[src/hw/acr_map.svh]
`ifndef ACR_MAP_SVH
`define ACR_MAP_SVH

// Register addresses (7-bit)
`define ACR_ADDR_PART_ID      7'h0f
`define ACR_ADDR_RATE_CTRL    7'h20
`define ACR_ADDR_IFACE_CTRL   7'h21
`define ACR_ADDR_IRQ_CTRL     7'h22
`define ACR_ADDR_FILT_CLEAR   7'h23

// Reset values
`define ACR_RST_RATE_CTRL     8'h07
`define ACR_RST_IFACE_CTRL    8'h00
`define ACR_RST_IRQ_CTRL      8'h00

// rate_power_axis_control fields
`define ACR_B_RATE            7
`define ACR_B_ACTIVE          6
`define ACR_B_RANGE           5
`define ACR_B_ST_PLUS         4
`define ACR_B_ST_MINUS        3
`define ACR_F_AXIS            2:0

// interface_filter_control fields
`define ACR_B_WIRE            7
`define ACR_B_RELOAD          6
`define ACR_B_FIXED_ZERO      5
`define ACR_B_FILT_OUT        4
`define ACR_B_FILT_DET2       3
`define ACR_B_FILT_DET1       2
`define ACR_F_CUTOFF          1:0

// interrupt_pad_control fields
`define ACR_B_IRQ_POL         7
`define ACR_B_IRQ_DRIVE       6
`define ACR_F_PAD2_SRC        5:3
`define ACR_F_PAD1_SRC        2:0

// Pad source codes
`define ACR_SRC_GND           3'h0
`define ACR_SRC_DET1          3'h1
`define ACR_SRC_DET2          3'h2
`define ACR_SRC_DET_OR        3'h3
`define ACR_SRC_DRDY          3'h4
`define ACR_SRC_CLICK         3'h7

// Timing
`define ACR_CLK_HZ            40000000
`define ACR_SLOW_RATE_HZ      100
`define ACR_FAST_RATE_HZ      400
`define ACR_SLOW_DIV          (`ACR_CLK_HZ / `ACR_SLOW_RATE_HZ)
`define ACR_FAST_DIV          (`ACR_CLK_HZ / `ACR_FAST_RATE_HZ)

// Cut-off in quarter hertz at code 00
`define ACR_CUT_BASE_SLOW     6'h08
`define ACR_CUT_BASE_FAST     6'h20

// Trim storage
`define ACR_TRIM_WORDS        4

`endif

[src/hw/acr_pkg.sv]
package acr_pkg;
   typedef logic [6:0] acr_addr_t;
   typedef logic [7:0] acr_byte_t;
   typedef enum logic [1:0] {
      ACR_BOOT_IDLE,
      ACR_BOOT_ADDR,
      ACR_BOOT_STORE
   } acr_boot_t;
endpackage

[src/hw/acr_regs.sv]
// Functional notes
// - 7-bit address selects register accessed
// - Identification register returns fixed code only
// - Rate bit: 0 is 100 Hz, 1 is 400 Hz
// - Power bit: 0 power-down, 1 active
// - Range select bit, resets to 0
// - Self-test bits enable stimulus, default off
// - Axis enables gate data-ready, default on
// - Wire mode: 0 four-wire, 1 three-wire
// - Reload bit copies trim, then self-clears
// - Trim copied automatically at power-up
// - Filtered output select, default bypass
// - Filter to each detector, default bypass
// - Cut-off field sets corner frequency
// - Interrupt polarity: 0 high, 1 low
// - Interrupt drive: 0 push-pull, 1 open-drain
// - Each pad has 3-bit source select
// - Reading clear address zeroes filter state
`include "acr_map.svh"
`timescale 1ns/1ps
`default_nettype none
module acr_regs
   import acr_pkg::*;
#(
   parameter logic [7:0]  PART_ID   = 8'ha5, // Arbitrary value
   parameter int          SLOW_DIV  = `ACR_SLOW_DIV,
   parameter int          FAST_DIV  = `ACR_FAST_DIV,
   parameter int          TRIM_WORDS = `ACR_TRIM_WORDS,
   parameter logic [TRIM_WORDS*8-1:0] TRIM_INIT = 32'h5a3c_9612
)
(
   // Clock and reset
   input  wire logic                    i_clk,
   input  wire logic                    i_rst,
   // Register access from serial front end
   input  wire logic [6:0]              i_reg_addr,
   input  wire logic                    i_reg_wr,
   input  wire logic [7:0]              i_reg_wdata,
   input  wire logic                    i_reg_rd,
   output var  logic [7:0]              o_reg_rdata,
   output var  logic                    o_reg_rvalid,
   // Measurement control
   output var  logic                    o_sample_rate_select,
   output var  logic                    o_active_mode_control,
   output var  logic                    o_range_select,
   output var  logic                    o_self_test_plus,
   output var  logic                    o_self_test_minus,
   output var  logic [2:0]              o_axis_enable,
   output var  logic                    o_sample_tick,
   output var  logic [2:0]              o_axis_data_ready,
   // Interface and filter control
   output var  logic                    o_wire_mode_select,
   output var  logic                    o_filtered_output_select,
   output var  logic                    o_filter_to_detector_one,
   output var  logic                    o_filter_to_detector_two,
   output var  logic [1:0]              o_cutoff_select,
   output var  logic [5:0]              o_cutoff_quarter_hz,
   output var  logic                    o_filter_clear,
   // Trim
   output var  logic                    o_boot_busy,
   output var  logic [TRIM_WORDS*8-1:0] o_trim,
   // Interrupt sources
   input  wire logic                    i_motion_detector_one,
   input  wire logic                    i_motion_detector_two,
   input  wire logic                    i_data_ready,
   input  wire logic                    i_click,
   // Interrupt pads
   output var  logic                    o_irq_pad_one,
   output var  logic                    o_irq_pad_one_oe,
   output var  logic                    o_irq_pad_two,
   output var  logic                    o_irq_pad_two_oe
);
   localparam int TRIM_AW = (TRIM_WORDS > 1) ? $clog2(TRIM_WORDS) : 1;
   localparam int DIV_W   = $clog2(SLOW_DIV + 1);
   localparam logic [DIV_W-1:0] SLOW_LAST = DIV_W'(SLOW_DIV - 1);
   localparam logic [DIV_W-1:0] FAST_LAST = DIV_W'(FAST_DIV - 1);
   localparam logic [TRIM_AW-1:0] TRIM_LAST = TRIM_AW'(TRIM_WORDS - 1);

   // Corner frequency in quarter hertz
   function automatic logic [5:0] cutoff_qhz(input logic fast, input logic [1:0] code);
      logic [5:0] base;
      base = fast ? `ACR_CUT_BASE_FAST : `ACR_CUT_BASE_SLOW;
      return base >> code;
   endfunction

   // Pad level before polarity
   function automatic logic pad_source(input logic [2:0] sel, input logic d1, input logic d2,
                                       input logic drdy, input logic clk_irq);
      logic v;
      v = 1'b0;
      case (sel)
         `ACR_SRC_DET1:   v = d1;
         `ACR_SRC_DET2:   v = d2;
         `ACR_SRC_DET_OR: v = d1 | d2;
         `ACR_SRC_DRDY:   v = drdy;
         `ACR_SRC_CLICK:  v = clk_irq;
         default:         v = 1'b0;
      endcase
      return v;
   endfunction

   acr_byte_t                rate_power_axis_control;
   acr_byte_t                interface_filter_control;
   acr_byte_t                interrupt_pad_control;
   acr_boot_t                boot_state;
   logic [TRIM_AW-1:0]       trim_idx;
   logic [7:0]               trim_rd_data;
   logic [DIV_W-1:0]         div_cnt;

   // Address decode
   wire sel_id    = (i_reg_addr == `ACR_ADDR_PART_ID);
   wire sel_rate  = (i_reg_addr == `ACR_ADDR_RATE_CTRL);
   wire sel_iface = (i_reg_addr == `ACR_ADDR_IFACE_CTRL);
   wire sel_irq   = (i_reg_addr == `ACR_ADDR_IRQ_CTRL);
   wire sel_clear = (i_reg_addr == `ACR_ADDR_FILT_CLEAR);

   wire wr_rate   = i_reg_wr & sel_rate;
   wire wr_iface  = i_reg_wr & sel_iface;
   wire wr_irq    = i_reg_wr & sel_irq;
   wire reload_req = wr_iface & i_reg_wdata[`ACR_B_RELOAD];
   wire boot_run  = (boot_state != ACR_BOOT_IDLE);

   // Fixed bit and reload bit are stored but masked on read; fixed reads 0, reload reads back as busy
   wire [7:0] iface_view = {interface_filter_control[7],
                            boot_run,
                            1'b0,
                            interface_filter_control[4:0]};

   wire [7:0] next_rdata = sel_id    ? PART_ID :
                           sel_rate  ? rate_power_axis_control :
                           sel_iface ? iface_view :
                           sel_irq   ? interrupt_pad_control :
                           8'h00;

   wire fast_rate = rate_power_axis_control[`ACR_B_RATE];
   wire active    = rate_power_axis_control[`ACR_B_ACTIVE];
   wire [DIV_W-1:0] div_last = fast_rate ? FAST_LAST : SLOW_LAST;
   wire div_wrap  = (div_cnt >= div_last);

   wire irq_pol   = interrupt_pad_control[`ACR_B_IRQ_POL];
   wire irq_od    = interrupt_pad_control[`ACR_B_IRQ_DRIVE];
   wire lvl_one   = pad_source(interrupt_pad_control[`ACR_F_PAD1_SRC], i_motion_detector_one,
                               i_motion_detector_two, i_data_ready, i_click);
   wire lvl_two   = pad_source(interrupt_pad_control[`ACR_F_PAD2_SRC], i_motion_detector_one,
                               i_motion_detector_two, i_data_ready, i_click);
   wire pin_one   = lvl_one ^ irq_pol;
   wire pin_two   = lvl_two ^ irq_pol;
   // Open drain only pulls low
   wire oe_one    = irq_od ? ~pin_one : 1'b1;
   wire oe_two    = irq_od ? ~pin_two : 1'b1;

   // Control registers
   always_ff @(posedge i_clk)
   begin
      if (i_rst)
      begin
         rate_power_axis_control  <= `ACR_RST_RATE_CTRL;
         interface_filter_control <= `ACR_RST_IFACE_CTRL;
         interrupt_pad_control    <= `ACR_RST_IRQ_CTRL;
      end
      else
      begin
         if (wr_rate)
         begin
            rate_power_axis_control <= i_reg_wdata;
         end
         if (wr_iface)
         begin
            interface_filter_control <= i_reg_wdata;
         end
         if (wr_irq)
         begin
            interrupt_pad_control <= i_reg_wdata;
         end
      end
   end

   // Read port
   always_ff @(posedge i_clk)
   begin
      if (i_rst)
      begin
         o_reg_rdata    <= 8'h00;
         o_reg_rvalid   <= 1'b0;
         o_filter_clear <= 1'b0;
      end
      else
      begin
         o_reg_rvalid   <= i_reg_rd;
         o_reg_rdata    <= i_reg_rd ? next_rdata : o_reg_rdata;
         o_filter_clear <= i_reg_rd & sel_clear;
      end
   end

   // Trim copy: power-up and on request, a new request restarts it
   always_ff @(posedge i_clk)
   begin
      if (i_rst)
      begin
         boot_state <= ACR_BOOT_ADDR;
         trim_idx   <= '0;
      end
      else if (reload_req)
      begin
         boot_state <= ACR_BOOT_ADDR;
         trim_idx   <= '0;
      end
      else
      begin
         unique case (boot_state)
            ACR_BOOT_IDLE:
            begin
               boot_state <= ACR_BOOT_IDLE;
            end
            ACR_BOOT_ADDR:
            begin
               boot_state <= ACR_BOOT_STORE;
            end
            ACR_BOOT_STORE:
            begin
               if (trim_idx == TRIM_LAST)
               begin
                  boot_state <= ACR_BOOT_IDLE;
               end
               else
               begin
                  boot_state <= ACR_BOOT_ADDR;
                  trim_idx   <= trim_idx + 1'b1;
               end
            end
         endcase
      end
   end

   always_ff @(posedge i_clk)
   begin
      if (i_rst)
      begin
         o_trim <= '0;
      end
      else if (boot_state == ACR_BOOT_STORE)
      begin
         o_trim[trim_idx*8 +: 8] <= trim_rd_data;
      end
   end

   acr_trim_mem #(
      .WORDS  (TRIM_WORDS),
      .ADDR_W (TRIM_AW),
      .INIT   (TRIM_INIT)
   ) u_trim_mem (
      .i_clk     (i_clk),
      .i_rd_en   (boot_state == ACR_BOOT_ADDR),
      .i_rd_addr (trim_idx),
      .o_rd_data (trim_rd_data)
   );

   // Sample rate divider, cleared while powered down
   always_ff @(posedge i_clk)
   begin
      if (i_rst || !active)
      begin
         div_cnt           <= '0;
         o_sample_tick     <= 1'b0;
         o_axis_data_ready <= 3'h0;
      end
      else
      begin
         div_cnt           <= div_wrap ? '0 : div_cnt + 1'b1;
         o_sample_tick     <= div_wrap;
         o_axis_data_ready <= {3{div_wrap}} & rate_power_axis_control[`ACR_F_AXIS];
      end
   end

   // Registered copies of control fields
   always_ff @(posedge i_clk)
   begin
      if (i_rst)
      begin
         o_sample_rate_select     <= 1'b0;
         o_active_mode_control    <= 1'b0;
         o_range_select           <= 1'b0;
         o_self_test_plus         <= 1'b0;
         o_self_test_minus        <= 1'b0;
         o_axis_enable            <= 3'h7;
         o_wire_mode_select       <= 1'b0;
         o_filtered_output_select <= 1'b0;
         o_filter_to_detector_one <= 1'b0;
         o_filter_to_detector_two <= 1'b0;
         o_cutoff_select          <= 2'h0;
         o_cutoff_quarter_hz      <= `ACR_CUT_BASE_SLOW;
         o_boot_busy              <= 1'b1;
      end
      else
      begin
         o_sample_rate_select     <= fast_rate;
         o_active_mode_control    <= active;
         o_range_select           <= rate_power_axis_control[`ACR_B_RANGE];
         o_self_test_plus         <= rate_power_axis_control[`ACR_B_ST_PLUS];
         o_self_test_minus        <= rate_power_axis_control[`ACR_B_ST_MINUS];
         o_axis_enable            <= rate_power_axis_control[`ACR_F_AXIS];
         o_wire_mode_select       <= interface_filter_control[`ACR_B_WIRE];
         o_filtered_output_select <= interface_filter_control[`ACR_B_FILT_OUT];
         o_filter_to_detector_one <= interface_filter_control[`ACR_B_FILT_DET1];
         o_filter_to_detector_two <= interface_filter_control[`ACR_B_FILT_DET2];
         o_cutoff_select          <= interface_filter_control[`ACR_F_CUTOFF];
         o_cutoff_quarter_hz      <= cutoff_qhz(fast_rate,
                                                interface_filter_control[`ACR_F_CUTOFF]);
         o_boot_busy              <= boot_run;
      end
   end

   // Interrupt pads
   always_ff @(posedge i_clk)
   begin
      if (i_rst)
      begin
         o_irq_pad_one    <= 1'b0;
         o_irq_pad_one_oe <= 1'b1;
         o_irq_pad_two    <= 1'b0;
         o_irq_pad_two_oe <= 1'b1;
      end
      else
      begin
         o_irq_pad_one    <= irq_od ? 1'b0 : pin_one;
         o_irq_pad_one_oe <= oe_one;
         o_irq_pad_two    <= irq_od ? 1'b0 : pin_two;
         o_irq_pad_two_oe <= oe_two;
      end
   end
endmodule
`default_nettype wire

[src/hw/acr_trim_mem.sv]
`timescale 1ns/1ps
`default_nettype none
module acr_trim_mem
#(
   parameter int               WORDS  = 4,
   parameter int               ADDR_W = 2,
   parameter logic [WORDS*8-1:0] INIT = '0
)
(
   // Clock
   input  wire logic              i_clk,
   // Read port
   input  wire logic              i_rd_en,
   input  wire logic [ADDR_W-1:0] i_rd_addr,
   output var  logic [7:0]        o_rd_data
);
   logic [7:0] store [WORDS];

   // Factory contents, never written at run time
   always_comb
   begin
      for (int k = 0; k < WORDS; k++)
      begin
         store[k] = INIT[k*8 +: 8];
      end
   end

   always_ff @(posedge i_clk)
   begin
      if (i_rd_en)
      begin
         o_rd_data <= store[i_rd_addr];
      end
   end
endmodule
`default_nettype wire

[config.mk]
export PLATFORM = sky130hd
export DESIGN_NAME = acr_regs
export DESIGN_NICKNAME = d
export VERILOG_FILES = /design/src/hw/acr_pkg.sv /design/src/hw/acr_regs.sv /design/src/hw/acr_trim_mem.sv
export VERILOG_INCLUDE_DIRS = /design/src /design/src/hw
export SDC_FILE = /design/constraint.sdc
export NUM_CORES = 1
export LEC_CHECK = 0
export BUFFER_PORTS_ARGS = -buffer_cell sky130_fd_sc_hd__buf_2
export CORE_AREA = 2 2 105 107
export CTS_CLUSTER_SIZE = 20
export DETAILED_ROUTE_END_ITERATION = 10
export DIE_AREA = 0 0 107 109
export GPL_TIMING_DRIVEN = 0
export PLACE_DENSITY = 0.66
export SETUP_SLACK_MARGIN = 0.2
export SLEW_MARGIN = 10
export SYNTH_ARGS = -nofsm -noshare
export SYNTH_HDL_FRONTEND = slang
export SYNTH_SLANG_ARGS = --single-unit
[constraint.sdc]
create_clock -name i_clk -period 2.75 [get_ports i_clk]
set_input_delay 0.1375 -clock i_clk [delete_from_list [all_inputs] [get_ports i_clk]]
set_output_delay 0.1375 -clock i_clk [all_outputs]
set_load 0.005 [all_outputs]
**Yosys cells after proc, flatten, opt, wreduce, memory -nomap -nowiden**

Cells that the tools add are included.

- Register bits: 126
- Bits of input ports: 23
- Output and inout port bits: 71
- Word-level logic and storage cells: 93

- $add $sub $neg: 3
- $lt $le $gt $ge: 2
- Eq/ne operators: 18
- Shifts and indexed selects: 3
- Mux-type cells: 14
- Bitwise logic cells: 14
- Reduce and logical (&&, ||, !) cells: 9

Operator list:

| kind | count |
|---|---|
| $mux W8 | 6 |
| $neg A5 Y34 | 1 |
| $shift A8 B34 Y32 const A | 1 |
| $shiftx A8 B34 Y32 | 1 |
| $bwmux W32 | 1 |
| $eq A7 B6 Y1 const B | 4 |
| $add A19 B1 Y19 const B | 1 |
| $ge A19 B19 Y1 | 1 |
| $mux W19 | 1 |
| $bmux W8 S2 | 1 |
| $eq A3 B2 Y1 const B | 4 |
| $eq A3 B3 Y1 const B | 4 |
| $pmux W1 S5 | 2 |
| $reduce_or A2 Y1 | 4 |
| $eq A7 B4 Y1 const B | 1 |
| $eq A3 B1 Y1 const B | 2 |
| $mux W6 | 1 |
| $pmux W2 S3 | 1 |
| $shr A6 B2 Y6 | 1 |
| $and A1 B1 Y1 | 5 |
| $eq A2 B2 Y1 const B | 2 |
| $not A1 Y1 | 4 |
| $and A3 B3 Y3 | 1 |
| $ge A3 B3 Y1 const B | 1 |
| 11 further kinds | 12 |

**Logic depth before layout (Yosys ltp)**

- Depth after elaboration: 5
- Mapped depth: 8
- Gate-level depth less buffers: 7

**By module**

From an unflattened synthesis, not the netlist that was laid out.

- Cells, all modules: 508
- Area, all modules: 4,901.0 um2

By module, submodules not included:

| module | instances | cells an instance | area an instance (um2) | sequential area each (um2) |
|---|---|---|---|---|
| acr_regs | 1 | 493 | 4,660.7 | 2,322.2 |
| acr_trim_mem | 1 | 15 | 240.2 | 180.2 |

**Least setup slack after synthesis**

Ideal clock, no wire load.

- Path type: register -> register
- Start point: register rate_power_axis_control[7]
- End point: register div_cnt[10]
- Library setup time: 0.115 ns
- Arrival: 2.022 ns
- Data required time: 2.635 ns
- Slack: 0.614 ns
- Stages on the path, launching flop included: 9
- Buffers on the path: 1
- Period minus slack after synthesis: 2.136 ns
- Cell sequence: dfxtp_1 -> inv_1 -> ha_1 -> nand4b_1 -> a2111oi_2 -> a211oi_2 -> o21ai_4 -> buf_6 -> nor2_1

- Longest elaborated chain between the ends: 3

RTL lines:

| what | RTL line | RTL |
|---|---|---|
| start, declared | acr_regs.sv:102 | `acr_byte_t rate_power_axis_control;` |
| start signal, assigned | acr_regs.sv:157 | `` rate_power_axis_control <= `ACR_RST_RATE_CTRL; `` |
| start signal, assigned | acr_regs.sv:165 | `rate_power_axis_control <= i_reg_wdata;` |
| $mux W19 | acr_regs.sv:137 | `wire [DIV_W-1:0] div_last = fast_rate ? FAST_LAST : SLOW_LAST;` |
| $ge A19 B19 Y1 | acr_regs.sv:138 | `wire div_wrap = (div_cnt >= div_last);` |
| $reduce_or A2 Y1 (no source line) | -- |  |
| end signal, assigned | acr_regs.sv:269 | `div_cnt <= div_wrap ? '0 : div_cnt + 1'b1;` |
| end, declared | acr_regs.sv:108 | `logic [DIV_W-1:0] div_cnt;` |

Every way passes these cells.
A chain may end at the register's enable or synchronous reset.

**Worst setup path in the final report**

- Start point: register rate_power_axis_control[7]
- End point: register div_cnt[13]

Same word-level chain as after synthesis.

==> results.txt <==
status - finished, final reports clean
vias in the first global route - 3650
die width - 107 um
count leader, synth - dfxtp_1
synth unique cells - 49
Core Area - 10600 um^2
VDD IR-drop max - 0.3755 mV
Critical Path Stages - 8
CP Max Fanout - 11
CTS Buffer Depth - 2
Hold Path Class - in -> reg
crit-path leading delay family - compound AO/OA/AOI/OAI gates
DRC - 0
wire length of the first global-routing pass - 17.84 mm
Final TNS setup - 0 ns
Max-cap violations - 0
gpl congestion - 0.8604
Critical Path RT - 3.15 ns
Syn Area/Cell - 9.616 um^2
worst reg2reg startpoint - rate_power_axis_control[7]
ANT cells - 0
largest area contributor in the netlist - dfxtp_1
vias per cell - 5.109
root buffer cell - clkbuf_8
critical path endpoint category - register
largest net degree at the start of global routing - 17
Die H - 109 um
drt initial violations - 145
initial antenna violation count - 0
worst slew pin tran - 1.053 ns
wire length after detailed routing - 11.24 mm
Static Leak - 0.002566 uW
Final min period - 2.392 ns
Slew Limit Fails - 0
Buf/Inv on CP - 2
Initial Util - 0.4353
post-synthesis cell count - 480
Top FF cell, synth - dfxtp_1
layout cells sized above 1 - 0.2280
r2r endpoint - div_cnt[13]
via count - 3852
critical path startpoint category - register
Area Growth Syn to Fin - 28.57%
nets - 642
Die ar. - 11660 um^2
Max stage delay cell, worst path - dfxtp_2
Synth top area share - 0.4858
Worst slew margin - 0.2882
I/O pin total - 94
Fin. Hold Viols - 0
H-Tree Depth - 4
clock-pin slew on the worst setup and hold paths - 0.05 ns
number of synthesized flops with an enable pin - 6
port bufs - 87
crit path kind - reg -> reg
unrepaired setup endpoints after global routing - false
Setup-failing EPs final - 0
CP peak stage delay - 0.48 ns
worst setup path startpoint - rate_power_axis_control[7]
DR pass1 iterations - 4
Overall Power - 3952 uW
grt total ovfl - 0
clock sink count - 118
Clk Latency, worst-skew pair - 0.51 ns
Cell Chain, Critical Path - inv_1 -> ha_1 -> nand4b_1 -> a2111oi_2 -> a211oi_2 -> o21ai_4 -> buf_6 -> nor2_1
Yosys warnings - 0
CTS tree - built
DP Wirelength - 8.179 mm
CP endpoint - div_cnt[13]
Post-DRT Antenna Nets - 0
FF+latch count, synth - 118
R2R cell count - 8
Cell Pwr Density - 665.9 nW/um^2
total CTS buffers - 17
clk_skew - 0.007707 ns
Data arrival, critical path - 2.79 ns
sequential area share after synthesis - 0.5248
Overall Global Routing Usage - 0.1994
synthesized cell area - 4616 um^2
top post-synthesis cells by area - dfxtp_1 49%, nor2_1 6.8%, ha_1 4.9%
FP Rows - 38
achievable frequency - 418.1 MHz
asr flop ratio synth - 0
synth cell count leaders - 112 x dfxtp_1, 84 x nor2_1, 35 x nand2_1, 24 x a22oi_1, 23 x a21oi_1
FF-to-FF setup slack - 0.36 ns
Final Cycle Share - 0.8697
drt wl/cell - 14.90 um
-- timing repair --
| item | CTS | global route |
|---|---|---|
| setup endpoints to repair | 22 | 12 |
| gates resized for setup | 1 | 1 |
| hold buffers | 10 | 0 |
| setup buffers | 0 | 2 |
| cloned | 0 | 0 |
| endpoints found under the hold margin | 28 | 0 |
| pin swaps | 0 | 1 |
-- logic make-up (layout without fill, tap and decap cells) --
logic type | count (synthesis) | after routing | synth area share
other | 1 | 4 | 0.0008124
muxes | 13 | 13 | 0.02873
and+or+nand+nor | 197 | 197 | 0.2003
adders and majority gates | 18 | 18 | 0.04879
DFF | 118 | 118 | 0.5248
buffers and inverters | 40 | 171 | 0.04039
xor gates and xnor gates | 21 | 21 | 0.03985
AOI/OAI and AO/OA | 72 | 72 | 0.1163
-- per-layer routing --
layer / GRT usage / part of all wire / vias up
met1: 0.2432 / 0.44 / 1826
met4: 0.08720 / 0.013 / 0
li1: - / - / 1898
met2: 0.3362 / 0.50 / 111
met5: 0 / 0 / -
met3: 0.04842 / 0.049 / 17
-- how the worst min path moves through the flow --
| stage | depth (start not counted) | startpoint | to | slack [ns] |
|---|---|---|---|---|
| after floorplan | 2 | i_reg_wdata[0] | interface_filter_control[0] | 0.28 |
| final | 4 | i_reg_wr | rate_power_axis_control[5] | 0.07 |
| after detailed placement | 3 | i_reg_wdata[5] | rate_power_axis_control[5] | 0.40 |
| after global placement | 3 | i_reg_wdata[5] | interrupt_pad_control[5] | 0.42 |
| after global routing | 3 | i_reg_wr | boot_state[0] | 0.06 |
| after CTS | 3 | i_reg_wr | boot_state[0] | 0.03 |
-- power by group --
group / internal [uW] / switching, uW / leakage (uW) / total (uW)
logic: 56.3 / 84.9 / 0.00133 / 141
clock network: 1310 / 737 / 0.000276 / 2050
registers: 1740 / 15.2 / 0.000963 / 1760
-- registers in the layout (all words and copies together) (netlist names), 3 cells and up --
name and cells:
div_cnt 19, interface_filter_control 6, interrupt_pad_control 8, o_axis_data_ready 3
o_axis_enable 3, o_cutoff_quarter_hz 6, o_reg_rdata 8, o_trim 28
rate_power_axis_control 8, u_trim_mem.o_rd_data 6
-- worst reg2reg max path, delay by kind of cell (launching register included) --
| family | cells | cell delay, ns |
|---|---|---|
| AOI/OAI and AO/OA | 3 | 0.82 |
| adders and majority gates | 1 | 0.36 |
| buffers and inverters | 2 | 0.42 |
| DFF | 1 | 0.48 |
| and+or+nand+nor | 2 | 0.21 |
-- metrics by stage --
stage / hold WS, ns / util / std cells / setup WS (ns) / instance area [um^2]
after detailed placement: 0.4024 / 0.4940 / 710 / 0.009741 / 5238
after global routing: 0.06170 / 0.5597 / 754 / 0.2129 / 5934
after global placement: 0.4190 / 0.4940 / 710 / 0.1331 / 5238
final: 0.06511 / 0.5597 / 754 / 0.3584 / 5934
after floorplan: 0.2814 / - / 483 / 0.6135 / 4627
after CTS: 0.02826 / 0.5565 / 752 / 0.2140 / 5901
-- area by class of cell --
| type | instances | area (um^2) |
|---|---|---|
| clock buffer | 24 | 491.7 |
| fill | 958 | 4668 |
| tap | 140 | 175.2 |
| timing repair buffer | 99 | 563.0 |
| sequential | 118 | 2424 |
| multi-input combinational | 325 | 2024 |
| clock inverter | 8 | 70.07 |
| inverter | 19 | 71.32 |
| buffer | 21 | 115.1 |
-- cell usage in the layout (no fill, tap or decap), types with 6 or more instances in the layout --
cell type,synthesis,layout
nor2_1,84,84
buf_2,2,89
a21oi_1,23,23
nor2b_1,12,12
nand2_1,35,35
dlygate4sd3_1,0,10
buf_4,7,8
nand3_1,17,17
mux2i_1,11,11
inv_1,19,19
clkbuf_1,9,12
clkbuf_16,0,17
edfxtp_1,6,6
nor3_1,14,14
a22oi_1,24,24
xnor2_1,10,10
xor2_1,11,11
ha_1,18,18
dfxtp_1,112,111
(Power assumes the default switching activity.)
